## src/rtl/pwr_wake_pkg.sv

```systemverilog
/*
  Constants, register map and types for the power-down and wake control.
  Assumes an AHB-Lite slave with 32-bit data and word access only.
*/
// Summary of operation
// - Route bit steers wake sources onto ext_irq0
// - Routed ext_irq0 assertion delayed 512 clocks
// - Reading wake control register clears route bit
// - RTC enable bit 5, flag bit 4
// - USB enable bit 3, flag bit 2
// - Keypad enable bit 1, flag bit 0
// - Analog and clocks off 32 clocks after request
// - RTC keeps running on 32kHz oscillator
// - MPU halted while powered down
// - Power-down request overrides other power bits
// - Misc bit 1 selects UART loopback
// - Misc bit 0 selects serial port pins
// - Wake on ORed ext_irq0, 4, 5 sources
// - Restart clocks, then count settle delay
// - Powered down, no bus power, switch off: full off
package pwr_wake_pkg;
   // Register indices; byte address is four times the index
   localparam logic [31:0] EXT_CTRL_INDEX  = 32'h0000_FF94;
   localparam logic [31:0] MISC_CTRL_INDEX = 32'h0000_FFF1;
   localparam logic [31:0] EXT_CTRL_ADDR   = EXT_CTRL_INDEX << 2;
   localparam logic [31:0] MISC_CTRL_ADDR  = MISC_CTRL_INDEX << 2;
   localparam logic [31:0] IRQ_STAT_ADDR   = 32'h0000_0000;
   localparam logic [31:0] IRQ_MASK_ADDR   = 32'h0000_0004;
   // Reset values
   localparam logic [7:0]  EXT_CTRL_RST    = 8'h00;
   localparam logic [7:0]  MISC_CTRL_RST   = 8'h00;
   localparam logic [1:0]  IRQ_RST         = 2'h0;
   // Wake control field positions
   localparam int ROUTE_BIT   = 7;
   localparam int RTC_EN_BIT  = 5;
   localparam int RTC_FL_BIT  = 4;
   localparam int USB_EN_BIT  = 3;
   localparam int USB_FL_BIT  = 2;
   localparam int KP_EN_BIT   = 1;
   localparam int KP_FL_BIT   = 0;
   // Misc control field positions, writable masks and wake flag mask
   localparam int PD_BIT      = 7;
   localparam int LOOP_BIT    = 1;
   localparam int PINSEL_BIT  = 0;
   localparam logic [7:0] MISC_WR_MASK = 8'h83;
   localparam logic [7:0] EXT_RW_MASK  = 8'hAA;
   localparam logic [7:0] EXT_FL_MASK  = 8'h15;
   // Interrupt status positions
   localparam int STAT_WAKE_BIT    = 0;
   localparam int STAT_STANDBY_BIT = 1;
   // Timing in MPU clock cycles
   localparam int CNT_W = 10;
   localparam int GRACE_CYCLES  = 32;
   localparam int SETTLE_CYCLES = 512;
   localparam logic [CNT_W-1:0] GRACE_LOAD  = CNT_W'(GRACE_CYCLES - 1);
   localparam logic [CNT_W-1:0] SETTLE_LOAD = CNT_W'(SETTLE_CYCLES - 1);
   localparam logic [CNT_W-1:0] CNT_ONE     = CNT_W'(1);
   // Pin synchroniser width: user pins, clock ok, bus power, switch
   localparam int USER_PINS = 8;
   localparam int SYNC_W    = USER_PINS + 3;
   // Sequencer states
   typedef enum logic [2:0] {
      ST_RUN, ST_GRACE, ST_DOWN, ST_RESTART, ST_SETTLE
   } pd_state_t;
   // Register selected by a bus access
   typedef enum logic [2:0] {
      SEL_NONE, SEL_EXT, SEL_MISC, SEL_STAT, SEL_MASK
   } reg_sel_t;
endpackage

```

## src/rtl/timer_if.sv

```systemverilog
/*
  Start and done handshake between the sequencer and a delay timer.
  Assumes both ends run on hclk.
*/
`timescale 1ns/10ps
interface timer_if;
   logic                          start;  // One-cycle start pulse
   logic [pwr_wake_pkg::CNT_W-1:0] length; // Cycles to count, less one
   logic                          done;   // One-cycle expiry pulse
   logic                          busy;   // Counting
   modport ctrl  (output start, output length, input done, input busy);
   modport timer (input start, input length, output done, output busy);
endinterface

```

## src/rtl/delay_timer.sv

```systemverilog
/*
  Down counter: done pulses length cycles after the start cycle.
  Assumes start is a one-cycle pulse from logic on hclk.
*/
`timescale 1ns/10ps
module delay_timer (
   input  wire logic hclk,
   input  wire logic hresetn,
   timer_if.timer    tif
);
   import pwr_wake_pkg::*;

   typedef struct packed {
      logic             busy; // Count in progress
      logic [CNT_W-1:0] cnt;  // Remaining cycles
   } tmr_state_t;

   tmr_state_t st_ff;  // Registered state
   tmr_state_t nxt_st; // Next state

   // Load on start, count down, stop after the final cycle
   always_comb begin
      nxt_st = st_ff;
      if (tif.start) begin
         nxt_st.busy = 1'b1;
         nxt_st.cnt  = tif.length;
      end else if (st_ff.busy) begin
         nxt_st.cnt = st_ff.cnt - CNT_ONE;
         if (st_ff.cnt == CNT_ONE) begin
            nxt_st.busy = 1'b0;
         end
      end
   end

   // State register
   always_ff @(posedge hclk or negedge hresetn) begin
      if (!hresetn) begin
         st_ff <= '0;
      end else begin
         st_ff <= nxt_st;
      end
   end

   assign tif.done = st_ff.busy && (st_ff.cnt == CNT_ONE);
   assign tif.busy = st_ff.busy;
endmodule // delay_timer

```

## src/rtl/pin_sync.sv

```systemverilog
/*
  Three-stage synchroniser with agreement filter for asynchronous pins.
  Assumes inputs may change at any time relative to hclk.
*/
`timescale 1ns/10ps
module pin_sync #(
   parameter int W = pwr_wake_pkg::SYNC_W
) (
   input  wire logic         hclk,
   input  wire logic         hresetn,
   input  wire logic [W-1:0] async_in,
   output logic      [W-1:0] sync_out
);
   import pwr_wake_pkg::*;

   typedef struct packed {
      logic [W-1:0] s1; // Metastability catcher, read only by s2
      logic [W-1:0] s2;
      logic [W-1:0] s3;
      logic [W-1:0] q;  // Filtered value
   } sync_state_t;

   sync_state_t st_ff;
   sync_state_t nxt_st;

   // Shift stages; a bit changes only once stages two and three agree
   always_comb begin
      nxt_st    = st_ff;
      nxt_st.s1 = async_in;
      nxt_st.s2 = st_ff.s1;
      nxt_st.s3 = st_ff.s2;
      for (int i = 0; i < W; i++) begin
         if (st_ff.s2[i] == st_ff.s3[i]) begin
            nxt_st.q[i] = st_ff.s2[i];
         end
      end
   end

   // State register
   always_ff @(posedge hclk or negedge hresetn) begin
      if (!hresetn) begin
         st_ff <= '0;
      end else begin
         st_ff <= nxt_st;
      end
   end

   assign sync_out = st_ff.q;
endmodule // pin_sync

```

## src/rtl/power_down_wake_control.sv

```systemverilog
/*
  Power-down sequencer, wake interrupt routing and peripheral interrupt
  enables and flags, with an AHB-Lite register slave.
  Assumes one slave on the bus, word transfers only, peripheral events
  on hclk, and user pins, clock-ok, bus power and switch asynchronous.
*/
`timescale 1ns/10ps
module power_down_wake_control (
   input  wire logic                          hclk,
   input  wire logic                          hresetn,
   // AHB-Lite slave
   input  wire logic                          hsel,
   input  wire logic [31:0]                   haddr,
   input  wire logic [1:0]                    htrans,
   input  wire logic                          hwrite,
   input  wire logic [2:0]                    hsize,
   input  wire logic [31:0]                   hwdata,
   input  wire logic                          hready,
   output logic                               hreadyout,
   output logic                               hresp,
   output logic      [31:0]                   hrdata,
   // Interrupt sources
   input  wire logic                          rtc_event,
   input  wire logic                          usb_event,
   input  wire logic                          keypad_event,
   input  wire logic                          smartcard_irq,
   input  wire logic [pwr_wake_pkg::USER_PINS-1:0] user_pins,
   // Power environment
   input  wire logic                          clocks_stable,
   input  wire logic                          vbus_present,
   input  wire logic                          onoff_on,
   input  wire logic                          rtc_on_32k,
   // Interrupt outputs to the core
   output logic                               ext_irq0,
   output logic                               ext_irq4,
   output logic                               ext_irq5,
   output logic                               irq,
   // Power and serial controls
   output logic                               analog_clock_off,
   output logic                               converter_off,
   output logic                               mpu_halt,
   output logic                               rtc_run,
   output logic                               power_save_override,
   output logic                               serial_loopback,
   output logic                               serial_pin_select
);
   import pwr_wake_pkg::*;

   // Registered state of the block outside the pin synchroniser and timers
   typedef struct packed {
      pd_state_t  st;           // Sequencer state
      logic [7:0] ext_ctrl;     // Wake control register
      logic [7:0] misc;         // Power and serial control register
      logic [1:0] irq_status;   // Sticky events
      logic [1:0] irq_mask;     // Interrupt enables
      logic       wake_pending; // Delayed wake held on ext_irq0
      reg_sel_t   wr_sel;       // Write in data phase
      logic [31:0] rdata;       // Read data for data phase
   } core_state_t;

   core_state_t core_ff;  // Registered state
   core_state_t nxt_core; // Next state

   logic [SYNC_W-1:0]    pins_s;      // Synchronised pin inputs
   logic [USER_PINS-1:0] user_s;      // Synchronised user pins
   logic                 clk_ok_s;    // Clocks running again
   logic                 vbus_s;      // Bus power present
   logic                 onoff_s;     // Switch in on state

   logic [2:0]           periph_req;  // Enabled peripheral requests
   logic                 irq5_src;    // Sources normally on ext_irq5
   logic                 irq4_src;    // Sources normally on ext_irq4
   logic                 irq0_src;    // Sources normally on ext_irq0
   logic                 wake_any;    // Any wake source
   logic                 route;       // Wake route select bit

   logic                 grace_go;    // Start of grace delay
   logic                 settle_go;   // Start of settle delay

   logic                 addr_valid;  // Address phase taken
   reg_sel_t             addr_sel;    // Register decoded from haddr

   timer_if grace_if ();
   timer_if settle_if ();

   // Pins are asynchronous; three flops and an agreement filter
   pin_sync #(
      .W        (SYNC_W)
   ) u_pin_sync (
      .hclk     (hclk),
      .hresetn  (hresetn),
      .async_in ({onoff_on, vbus_present, clocks_stable, user_pins}),
      .sync_out (pins_s)
   );

   assign user_s   = pins_s[USER_PINS-1:0];
   assign clk_ok_s = pins_s[USER_PINS];
   assign vbus_s   = pins_s[USER_PINS+1];
   assign onoff_s  = pins_s[USER_PINS+2];

   // Grace delay before the analog section goes down
   delay_timer u_grace (
      .hclk    (hclk),
      .hresetn (hresetn),
      .tif     (grace_if.timer)
   );

   // Settle delay before a routed wake reaches ext_irq0
   delay_timer u_settle (
      .hclk    (hclk),
      .hresetn (hresetn),
      .tif     (settle_if.timer)
   );

   assign grace_if.start   = grace_go;
   assign grace_if.length  = GRACE_LOAD;

   assign settle_if.start  = settle_go;
   assign settle_if.length = SETTLE_LOAD;

   // A source requests only when its flag and enable are both set
   assign periph_req[0] = core_ff.ext_ctrl[RTC_FL_BIT]
                        & core_ff.ext_ctrl[RTC_EN_BIT];

   assign periph_req[1] = core_ff.ext_ctrl[USB_FL_BIT]
                        & core_ff.ext_ctrl[USB_EN_BIT];

   assign periph_req[2] = core_ff.ext_ctrl[KP_FL_BIT]
                        & core_ff.ext_ctrl[KP_EN_BIT];

   assign irq5_src = |periph_req;
   assign irq4_src = smartcard_irq;
   assign irq0_src = |user_s;
   assign wake_any = irq5_src | irq4_src | irq0_src;
   assign route    = core_ff.ext_ctrl[ROUTE_BIT];

   // Address phase decode; unmapped addresses select nothing
   assign addr_valid = hsel && htrans[1] && hready;
   always_comb begin
      addr_sel = SEL_NONE;
      if (haddr == EXT_CTRL_ADDR) begin
         addr_sel = SEL_EXT;
      end else if (haddr == MISC_CTRL_ADDR) begin
         addr_sel = SEL_MISC;
      end else if (haddr == IRQ_STAT_ADDR) begin
         addr_sel = SEL_STAT;
      end else if (haddr == IRQ_MASK_ADDR) begin
         addr_sel = SEL_MASK;
      end else begin
         addr_sel = SEL_NONE;
      end
   end

   // Writes first, then events, then read capture, so a read
   // sees a write done just before it
   always_comb begin
      nxt_core  = core_ff;
      grace_go  = 1'b0;
      settle_go = 1'b0;

      // Data phase of a write
      case (core_ff.wr_sel)
         SEL_EXT: begin
            // Route and enables plain; flags only cleared by a zero
            nxt_core.ext_ctrl = (hwdata[7:0] & EXT_RW_MASK)
                              | (hwdata[7:0] & core_ff.ext_ctrl
                                 & EXT_FL_MASK);
            if (!hwdata[ROUTE_BIT]) begin
               nxt_core.wake_pending = 1'b0;
            end
         end

         SEL_MISC: begin
            nxt_core.misc = hwdata[7:0] & MISC_WR_MASK;
         end

         SEL_STAT: begin
            nxt_core.irq_status = core_ff.irq_status & ~hwdata[1:0];
         end

         SEL_MASK: begin
            nxt_core.irq_mask = hwdata[1:0];
         end

         default: begin
            nxt_core.wr_sel = SEL_NONE;
         end
      endcase

      // Peripheral events set flags; a set beats a clear
      if (rtc_event) begin
         nxt_core.ext_ctrl[RTC_FL_BIT] = 1'b1;
      end

      if (usb_event) begin
         nxt_core.ext_ctrl[USB_FL_BIT] = 1'b1;
      end

      if (keypad_event) begin
         nxt_core.ext_ctrl[KP_FL_BIT] = 1'b1;
      end

      // Power-down sequencer
      case (core_ff.st)
         ST_RUN: begin
            if (core_ff.misc[PD_BIT]) begin
               // Firmware stops its core during this grace time
               grace_go    = 1'b1;
               nxt_core.st = ST_GRACE;
            end else if (route && wake_any && !core_ff.wake_pending) begin
               // Routed source while running still sees the delay
               settle_go   = 1'b1;
               nxt_core.st = ST_SETTLE;
            end
         end

         ST_GRACE: begin
            if (grace_if.done) begin
               nxt_core.st = ST_DOWN;
               nxt_core.irq_status[STAT_STANDBY_BIT] = 1'b1;
            end
         end

         ST_DOWN: begin
            // Only the ORed wake sources wake it
            if (wake_any) begin
               nxt_core.st = ST_RESTART;
            end
         end

         ST_RESTART: begin
            // Count only once the clocks run again
            if (clk_ok_s) begin
               settle_go   = 1'b1;
               nxt_core.st = ST_SETTLE;
            end
         end

         ST_SETTLE: begin
            if (settle_if.done) begin
               nxt_core.st            = ST_RUN;
               nxt_core.misc[PD_BIT]  = 1'b0;
               nxt_core.wake_pending  = route;
               nxt_core.irq_status[STAT_WAKE_BIT] = 1'b1;
            end
         end

         default: begin
            nxt_core.st = ST_RUN;
         end
      endcase

      // Address phase: capture read data, note a write
      nxt_core.wr_sel = SEL_NONE;
      if (addr_valid) begin
         if (hwrite) begin
            nxt_core.wr_sel = addr_sel;
            nxt_core.rdata  = 32'h0000_0000;
         end else begin
            nxt_core.rdata = 32'h0000_0000;
            case (addr_sel)

               SEL_EXT: begin
                  nxt_core.rdata[7:0] = nxt_core.ext_ctrl;
                  // A read drops the route
                  nxt_core.ext_ctrl[ROUTE_BIT] = 1'b0;
                  nxt_core.wake_pending        = 1'b0;
               end

               SEL_MISC: begin
                  nxt_core.rdata[7:0] = nxt_core.misc;
               end

               SEL_STAT: begin
                  nxt_core.rdata[1:0] = nxt_core.irq_status;
               end

               SEL_MASK: begin
                  nxt_core.rdata[1:0] = nxt_core.irq_mask;
               end

               default: begin
                  nxt_core.rdata = 32'h0000_0000;
               end
            endcase
         end
      end
   end

   // State register
   always_ff @(posedge hclk or negedge hresetn) begin
      if (!hresetn) begin
         core_ff.st           <= ST_RUN;
         core_ff.ext_ctrl     <= EXT_CTRL_RST;
         core_ff.misc         <= MISC_CTRL_RST;
         core_ff.irq_status   <= IRQ_RST;
         core_ff.irq_mask     <= IRQ_RST;
         core_ff.wake_pending <= 1'b0;
         core_ff.wr_sel       <= SEL_NONE;
         core_ff.rdata        <= 32'h0000_0000;
      end else begin
         core_ff <= nxt_core;
      end
   end

   // Bus answers: no wait states, always OKAY
   assign hreadyout = 1'b1;
   assign hresp     = 1'b0;
   assign hrdata    = core_ff.rdata;

   // Routed sources leave their own lines and reach ext_irq0 late
   assign ext_irq5 = !route && irq5_src;
   assign ext_irq4 = !route && irq4_src;
   assign ext_irq0 = route ? core_ff.wake_pending
                           : irq0_src;

   // Block interrupt: level while an unmasked event is pending
   assign irq = |(core_ff.irq_status & core_ff.irq_mask);

   // Power controls follow the sequencer state
   assign analog_clock_off = (core_ff.st == ST_DOWN);

   // With no bus power and switch off a powered-down device goes fully off
   assign converter_off    = (core_ff.st == ST_DOWN)
                           && !vbus_s && !onoff_s;
   assign mpu_halt         = core_ff.misc[PD_BIT]
                           && (core_ff.st == ST_DOWN
                               || core_ff.st == ST_RESTART
                               || core_ff.st == ST_SETTLE);

   // RTC survives power-down only on its own 32kHz oscillator
   assign rtc_run          = (core_ff.st != ST_DOWN)
                           || rtc_on_32k;

   assign power_save_override = core_ff.misc[PD_BIT];
   assign serial_loopback     = core_ff.misc[LOOP_BIT];
   assign serial_pin_select   = core_ff.misc[PINSEL_BIT];

   // Only word transfers; hsize is not decoded
   logic unused_size;
   assign unused_size = ^hsize;
endmodule // power_down_wake_control

```

## config.mk

```make
export PLATFORM = sky130hd
export DESIGN_NAME = power_down_wake_control
export DESIGN_NICKNAME = d
export VERILOG_FILES = /design/src/rtl/pwr_wake_pkg.sv /design/src/rtl/timer_if.sv /design/src/rtl/delay_timer.sv /design/src/rtl/pin_sync.sv /design/src/rtl/power_down_wake_control.sv
export SDC_FILE = /design/constraint.sdc
export NUM_CORES = 1
export LEC_CHECK = 0
export ABC_AREA = 1
export BUFFER_PORTS_ARGS = -buffer_cell sky130_fd_sc_hd__buf_2
export CAP_MARGIN = 30
export CORE_UTILIZATION = 52
export CTS_CLUSTER_DIAMETER = 80
export DETAILED_ROUTE_END_ITERATION = 10
export PLACE_DENSITY_LB_ADDON = 0.12
export RECOVER_POWER = 100
export SETUP_SLACK_MARGIN = 0.2
export SYNTH_ARGS = -nofsm -noshare
export SYNTH_HDL_FRONTEND = slang
export SYNTH_SLANG_ARGS = --single-unit
```

## constraint.sdc

```tcl
create_clock -name hclk -period 1.9 [get_ports hclk]
set_input_delay 0.57 -clock hclk [delete_from_list [all_inputs] [get_ports hclk]]
set_output_delay 0.57 -clock hclk [all_outputs]
set_load 0.02 [all_outputs]
```

# == Yosys cells after proc, flatten, opt, wreduce, memory -nomap -nowiden ==
# Index checks and enable logic that the tools add are counted.
# totals
regBits,125
word_cells,149
in_bits,90
output_inout_bits,45
# op_classes
reduce_logical,26
muxes,51
bitwise,10
eq_ne,34
n_addsub,2
# op_table
op,count
"32-bit by 18-bit == test with 1-bit output, second input constant",2
11-bit two-way mux,4
36-bit two-way mux,1
3-bit two-way mux,11
"32-bit by 3-bit == test with 1-bit output, second input constant",1
32-bit logical NOT,1
1-bit two-way mux,26
8-bit two-way mux,3
"10-bit by 1-bit == test with 1-bit output, second input constant",2
"10-bit by 1-bit subtractor with 10-bit output, second input constant",2
"3-bit by 2-bit == test with 1-bit output, second input constant",6
3-bit one-hot mux with 5 select lines,1
6-bit one-hot mux with 2 select lines,1
1-bit == test,11
1-bit logical AND,11
"3-bit by 1-bit == test with 1-bit output, second input constant",3
"3-bit == test, second input constant",3
8-bit by 5-bit bitwise OR with 8-bit output,1
2-bit one-hot mux with 4 select lines,1
8-bit OR reduction,1
5-bit AND,1
5-bit AND reduction,1
2-bit AND,2
1-bit logical NOT,4
14 further kinds,23

# == Longest topological paths before layout ==
# logic_depth
depth_word,10
mapped_depth,11
ltp_nobuf,11

# == Hierarchy ==
# Synthesis repeated with hierarchy kept, for this count alone.
# unflattened
cells_unflattened,642
area_unflattened_um2,5246.3
# by_module_without_submodules
module,area_per_inst_um2,cells_each,seq_area_each_um2,instances
power_down_wake_control,2492.4,353,875.8,1
delay_timer,695.7,95,275.3,2
pin_sync,1362.6,99,1101.1,1

# == Worst setup path after synthesis ==
# OpenSTA, ideal clock, no wires.
# synth_timing
path_type,reg2out
start,reg core_ff[58] (netlist name)
end,out converter_off
n_path_buf,0
t_required_ns,1.330
path_stages_with_launch,6
arrival_ns,1.346
setup_slack_ns,-0.016
cell_sequence,dfrtp_1 inv_1 nand2_1 nor2_2 inv_2 nor3_1
# synth_between
elab_chain_len,3
# synth_lines
item,line_no,text
from (decl),power_down_wake_control.sv:61,core_state_t core_ff;
from (signal assigned),power_down_wake_control.sv:302,core_ff <= nxt_core;
3-bit by 2-bit == test with 1-bit output,--,
named net analog_clock_off,power_down_wake_control.sv:39,"output logic analog_clock_off,"
1-bit logical AND (2 in series),power_down_wake_control.sv:325,&& !vbus_s && !onoff_s;
to (decl),power_down_wake_control.sv:40,"output logic converter_off,"
# The timed path passes the listed nets, and every way through them passes these cells.

# == Worst setup path in the final report ==
# layout_timing
start,reg core_ff[58] (netlist name)
end,out rtc_run
# layout_between
elab_chain_len,2
# layout_lines
item,line_no,text
3-bit by 2-bit inequality test with 1-bit output,power_down_wake_control.sv:332,assign rtc_run = (core_ff.st != ST_DOWN)
1-bit logical OR,power_down_wake_control.sv:333,|| rtc_on_32k;
to (decl),power_down_wake_control.sv:42,"output logic rtc_run,"
# No other way between the ends.

==> summary.txt <==
Clocking
  • Num CTS Buffers: 9
  • Clk slew on worst S/H paths: 120 ps
  • CTS sink cnt: 101
  • Clock Path Buffers: 2
  • Worst-skew pair later-pin latency: 380 ps
  • H-tree Lvls: 3
  • Cts hold-fix bufs: 0
  • Root buffer cell: clkbuf_8
  • CTS tree: yes

Power and ir drop
  • Worst vdd ir: 401 µV
  • Power Density: 710 nW/µm²
  • Leak: 2.89 nW
  • Power Total: 3.97 mW

Synthesis
  • Cells after synthesis: 561
  • Largest cells by area after synthesis: dfrtp_1, nand2_1, buf_4
  • Syn avg cell area: 8.60 µm²
  • Seq/Total Area, Yosys: 0.524
  • Yosys warns: 0
  • Synth Register Bits: 101
  • Top-area cell type share of the netlist area: 0.524
  • Most numerous cell in the Yosys netlist: nand2_1
  • Ys async rst share: 1.00
  • Synthesized area: 4830 µm²
  • Dominant synthesized flop cell: dfrtp_1
  • Post-synth EDFFs: 0
  • Post-synth top cells: nand2_1, dfrtp_1, nor2_1
  • Netlist cell types: 32
  • Cell accounting for the most synthesized area: dfrtp_1

GRT
  • Grt met2 use: 0.354
  • Total congestion overflow: 0
  • Most used routing layer: met2
  • Met1 GRT Util: 0.269
  • Largest net degree at the start of global routing: 31
  • First-pass GRT wire length: 16,000 µm
  • Antenna violations before repair: 0
  • GRT Total Usage: 0.209
  • Met3 global-route usage: 0.0387
  • Number of global-route vias before repair: 3,642

Setup path
  • Crit start category: register
  • Critical path class: register to output pin
  • Worst Path Arrival: 1420 ps
  • CP required: 1330 ps
  • Worst Setup End Kind: output pin
  • Crit path max fanout: 3

Cells and area
  • Nets: 756
  • P&R area growth vs syn: 15.7%
  • Fin cells: 775
  • Area of the multi-input gates: 1810 µm²
  • Fraction of layout cells with a size suffix above 1: 0.241
  • ANT cells: 0
  • Fillcell total: 780
  • Seq. cell area: 2530 µm²

Status
  • Failing checks: DRC, setup timing
  • Outcome: complete, but fails checks

Worst hold path
  • Worst min path class: input pin to register

STA
  • Final WS setup: -93.7 ps
  • Slew Limit Fails: 0
  • Endpoints failing setup: 4
  • Max Clock Freq: 502 MHz
  • Final period util: 1.05
  • Final hold vios: 0
  • Minimum clock period: 1990 ps
  • RSZ-0062 raised after global routing: yes
  • Worst-margin pin slew: 1390 ps
  • Worst relative slew slack: 0.0723
  • Clk_skew: 19.8 ps

Flow run
  • Max cap viols: 0

Placement
  • PortBufs: 79
  • Place WS: 147 ps
  • Inst Count DP: 740
  • HPWL after detailed placement: 6910 µm
  • Gpl congestion: 0.851

Detailed routing
  • DRC Markers: 2
  • Routed vias/inst: 4.82
  • Via count: 3,739
  • DRT antenna net count: 0
  • Initial DRC Count: 120
  • First-pass iteration count of the detailed router: 9
  • Avg WL per Cell: 12.2 µm
  • Final wirelength: 9430 µm

Die
  • Die ar.: 9670 µm²
  • Row cnt: 34
  • Core Area: 8850 µm²
  • Chip Height: 98.4 µm
  • Initial core utilization: 0.546
  • Die Wd: 98.4 µm
  • Ports: 135
registers in the layout, indices dropped and copies added, names as in the netlist:
register,flops
core_ff,24
u_pin_sync.nxt_st,22
u_pin_sync.st_ff,11
u_pin_sync.sync_out,11
u_grace.st_ff,10
u_settle.st_ff,10
hrdata,8
power_save_override,1
serial_loopback,1
serial_pin_select,1
u_grace.tif.busy,1
u_settle.tif.busy,1
cells in the final DEF (no fill, tap or decap), drive strengths merged:
master,Yosys,routed
a211oi,1,1
a21oi,13,13
a22o,1,1
buf,38,77
clkbuf,0,35
clkinv,0,3
clkinvlp,0,1
conb,2,26
dfrtp,101,101
ha,4,4
inv,82,86
maj3,11,11
nand2,140,140
nand3,36,36
nand3b,1,1
nand4,9,9
nor2,75,75
nor3,8,8
nor4,2,2
o211ai,7,7
o21ai,24,24
o22ai,1,1
or2,1,1
xor2,4,4
layout make-up:
type,count,area share
flip-flops and latches,101,0.453
multi-input cells,364,0.324
repair buffers,103,0.102
inverters,82,0.0556
well taps,108,0.0242
clock buffers,9,0.0222
clock inverters,7,0.0177
repair inverters,1,0.000896
stage by stage:
stage	hold slack, ps	area, µm²	util	TNS (ps)
after global routing	248	5580	0.631	-608
final	278	5580	0.631	-175
after CTS	83.0	5630	0.636	-229
after global placement	333	5250	0.593	0
after detailed placement	335	5250	0.593	0
after floorplan	274	4930	-	0
final timing paths:
path,startpoint,to,slack [ps],cells past startpoint
setup / recovery,core_ff[58]$_DFFE_PN0P_,rtc_run,-90,6
hold / removal,user_pins[0],u_pin_sync.nxt_st[22]$_DFF_PN0_,280,1
setup reg to reg,core_ff[53]$_DFF_PN0_,u_settle.st_ff[5]$_DFFE_PN0P_,210,10
hold reg to reg,u_pin_sync.nxt_st[31]$_DFF_PN0_,u_pin_sync.nxt_st[20]$_DFF_PN0_,360,0
max in group asynchronous,hresetn,u_pin_sync.sync_out[4]$_DFFE_PN0N_,220,2
min in group asynchronous,hresetn,u_pin_sync.nxt_st[12]$_DFF_PN0_,480,1
logic make-up after synthesis:
| family | share of synthesized area |
|---|---|
| AO/OA/AOI/OAI | 0.0612 |
| other | 0.00156 |
| adder cells (fa/ha/maj) | 0.0332 |
| XOR/XNOR | 0.00726 |
| AND/OR/NAND/NOR | 0.251 |
| flip-flops | 0.524 |
| buffers and inverters | 0.122 |
layer usage:
metal,vias up,routed length (µm),share of wire
met5,-,0,0
met4,0,119,0.013
met3,10,386,0.041
met2,89,4570,0.48
met1,1741,4360,0.46
li1,1899,-,-
timing repair:
action                     4_1_cts  5_1_grt
setup endpoints to repair        7       13
resized for setup               20       12
pin swaps                       12        7
buffers inserted                13        5
cloned                           0        1
report_power, final:
group / total [mW] / switching [mW] / leakage [nW] / internal [mW]
sequential: 2.24 / 0.0291 / 1.21 / 2.21
combinational: 0.267 / 0.170 / 1.57 / 0.0970
clock: 1.46 / 0.902 / 0.111 / 0.561
critical path, stage by stage (launching register included):
cell,delay [ps]
dfrtp_1,390
inv_2,60
nand2_2,70
nor2_4,120
inv_4,60
or2_4,220
buf_6,130
Note: power is estimated with default switching activity, not from simulation.
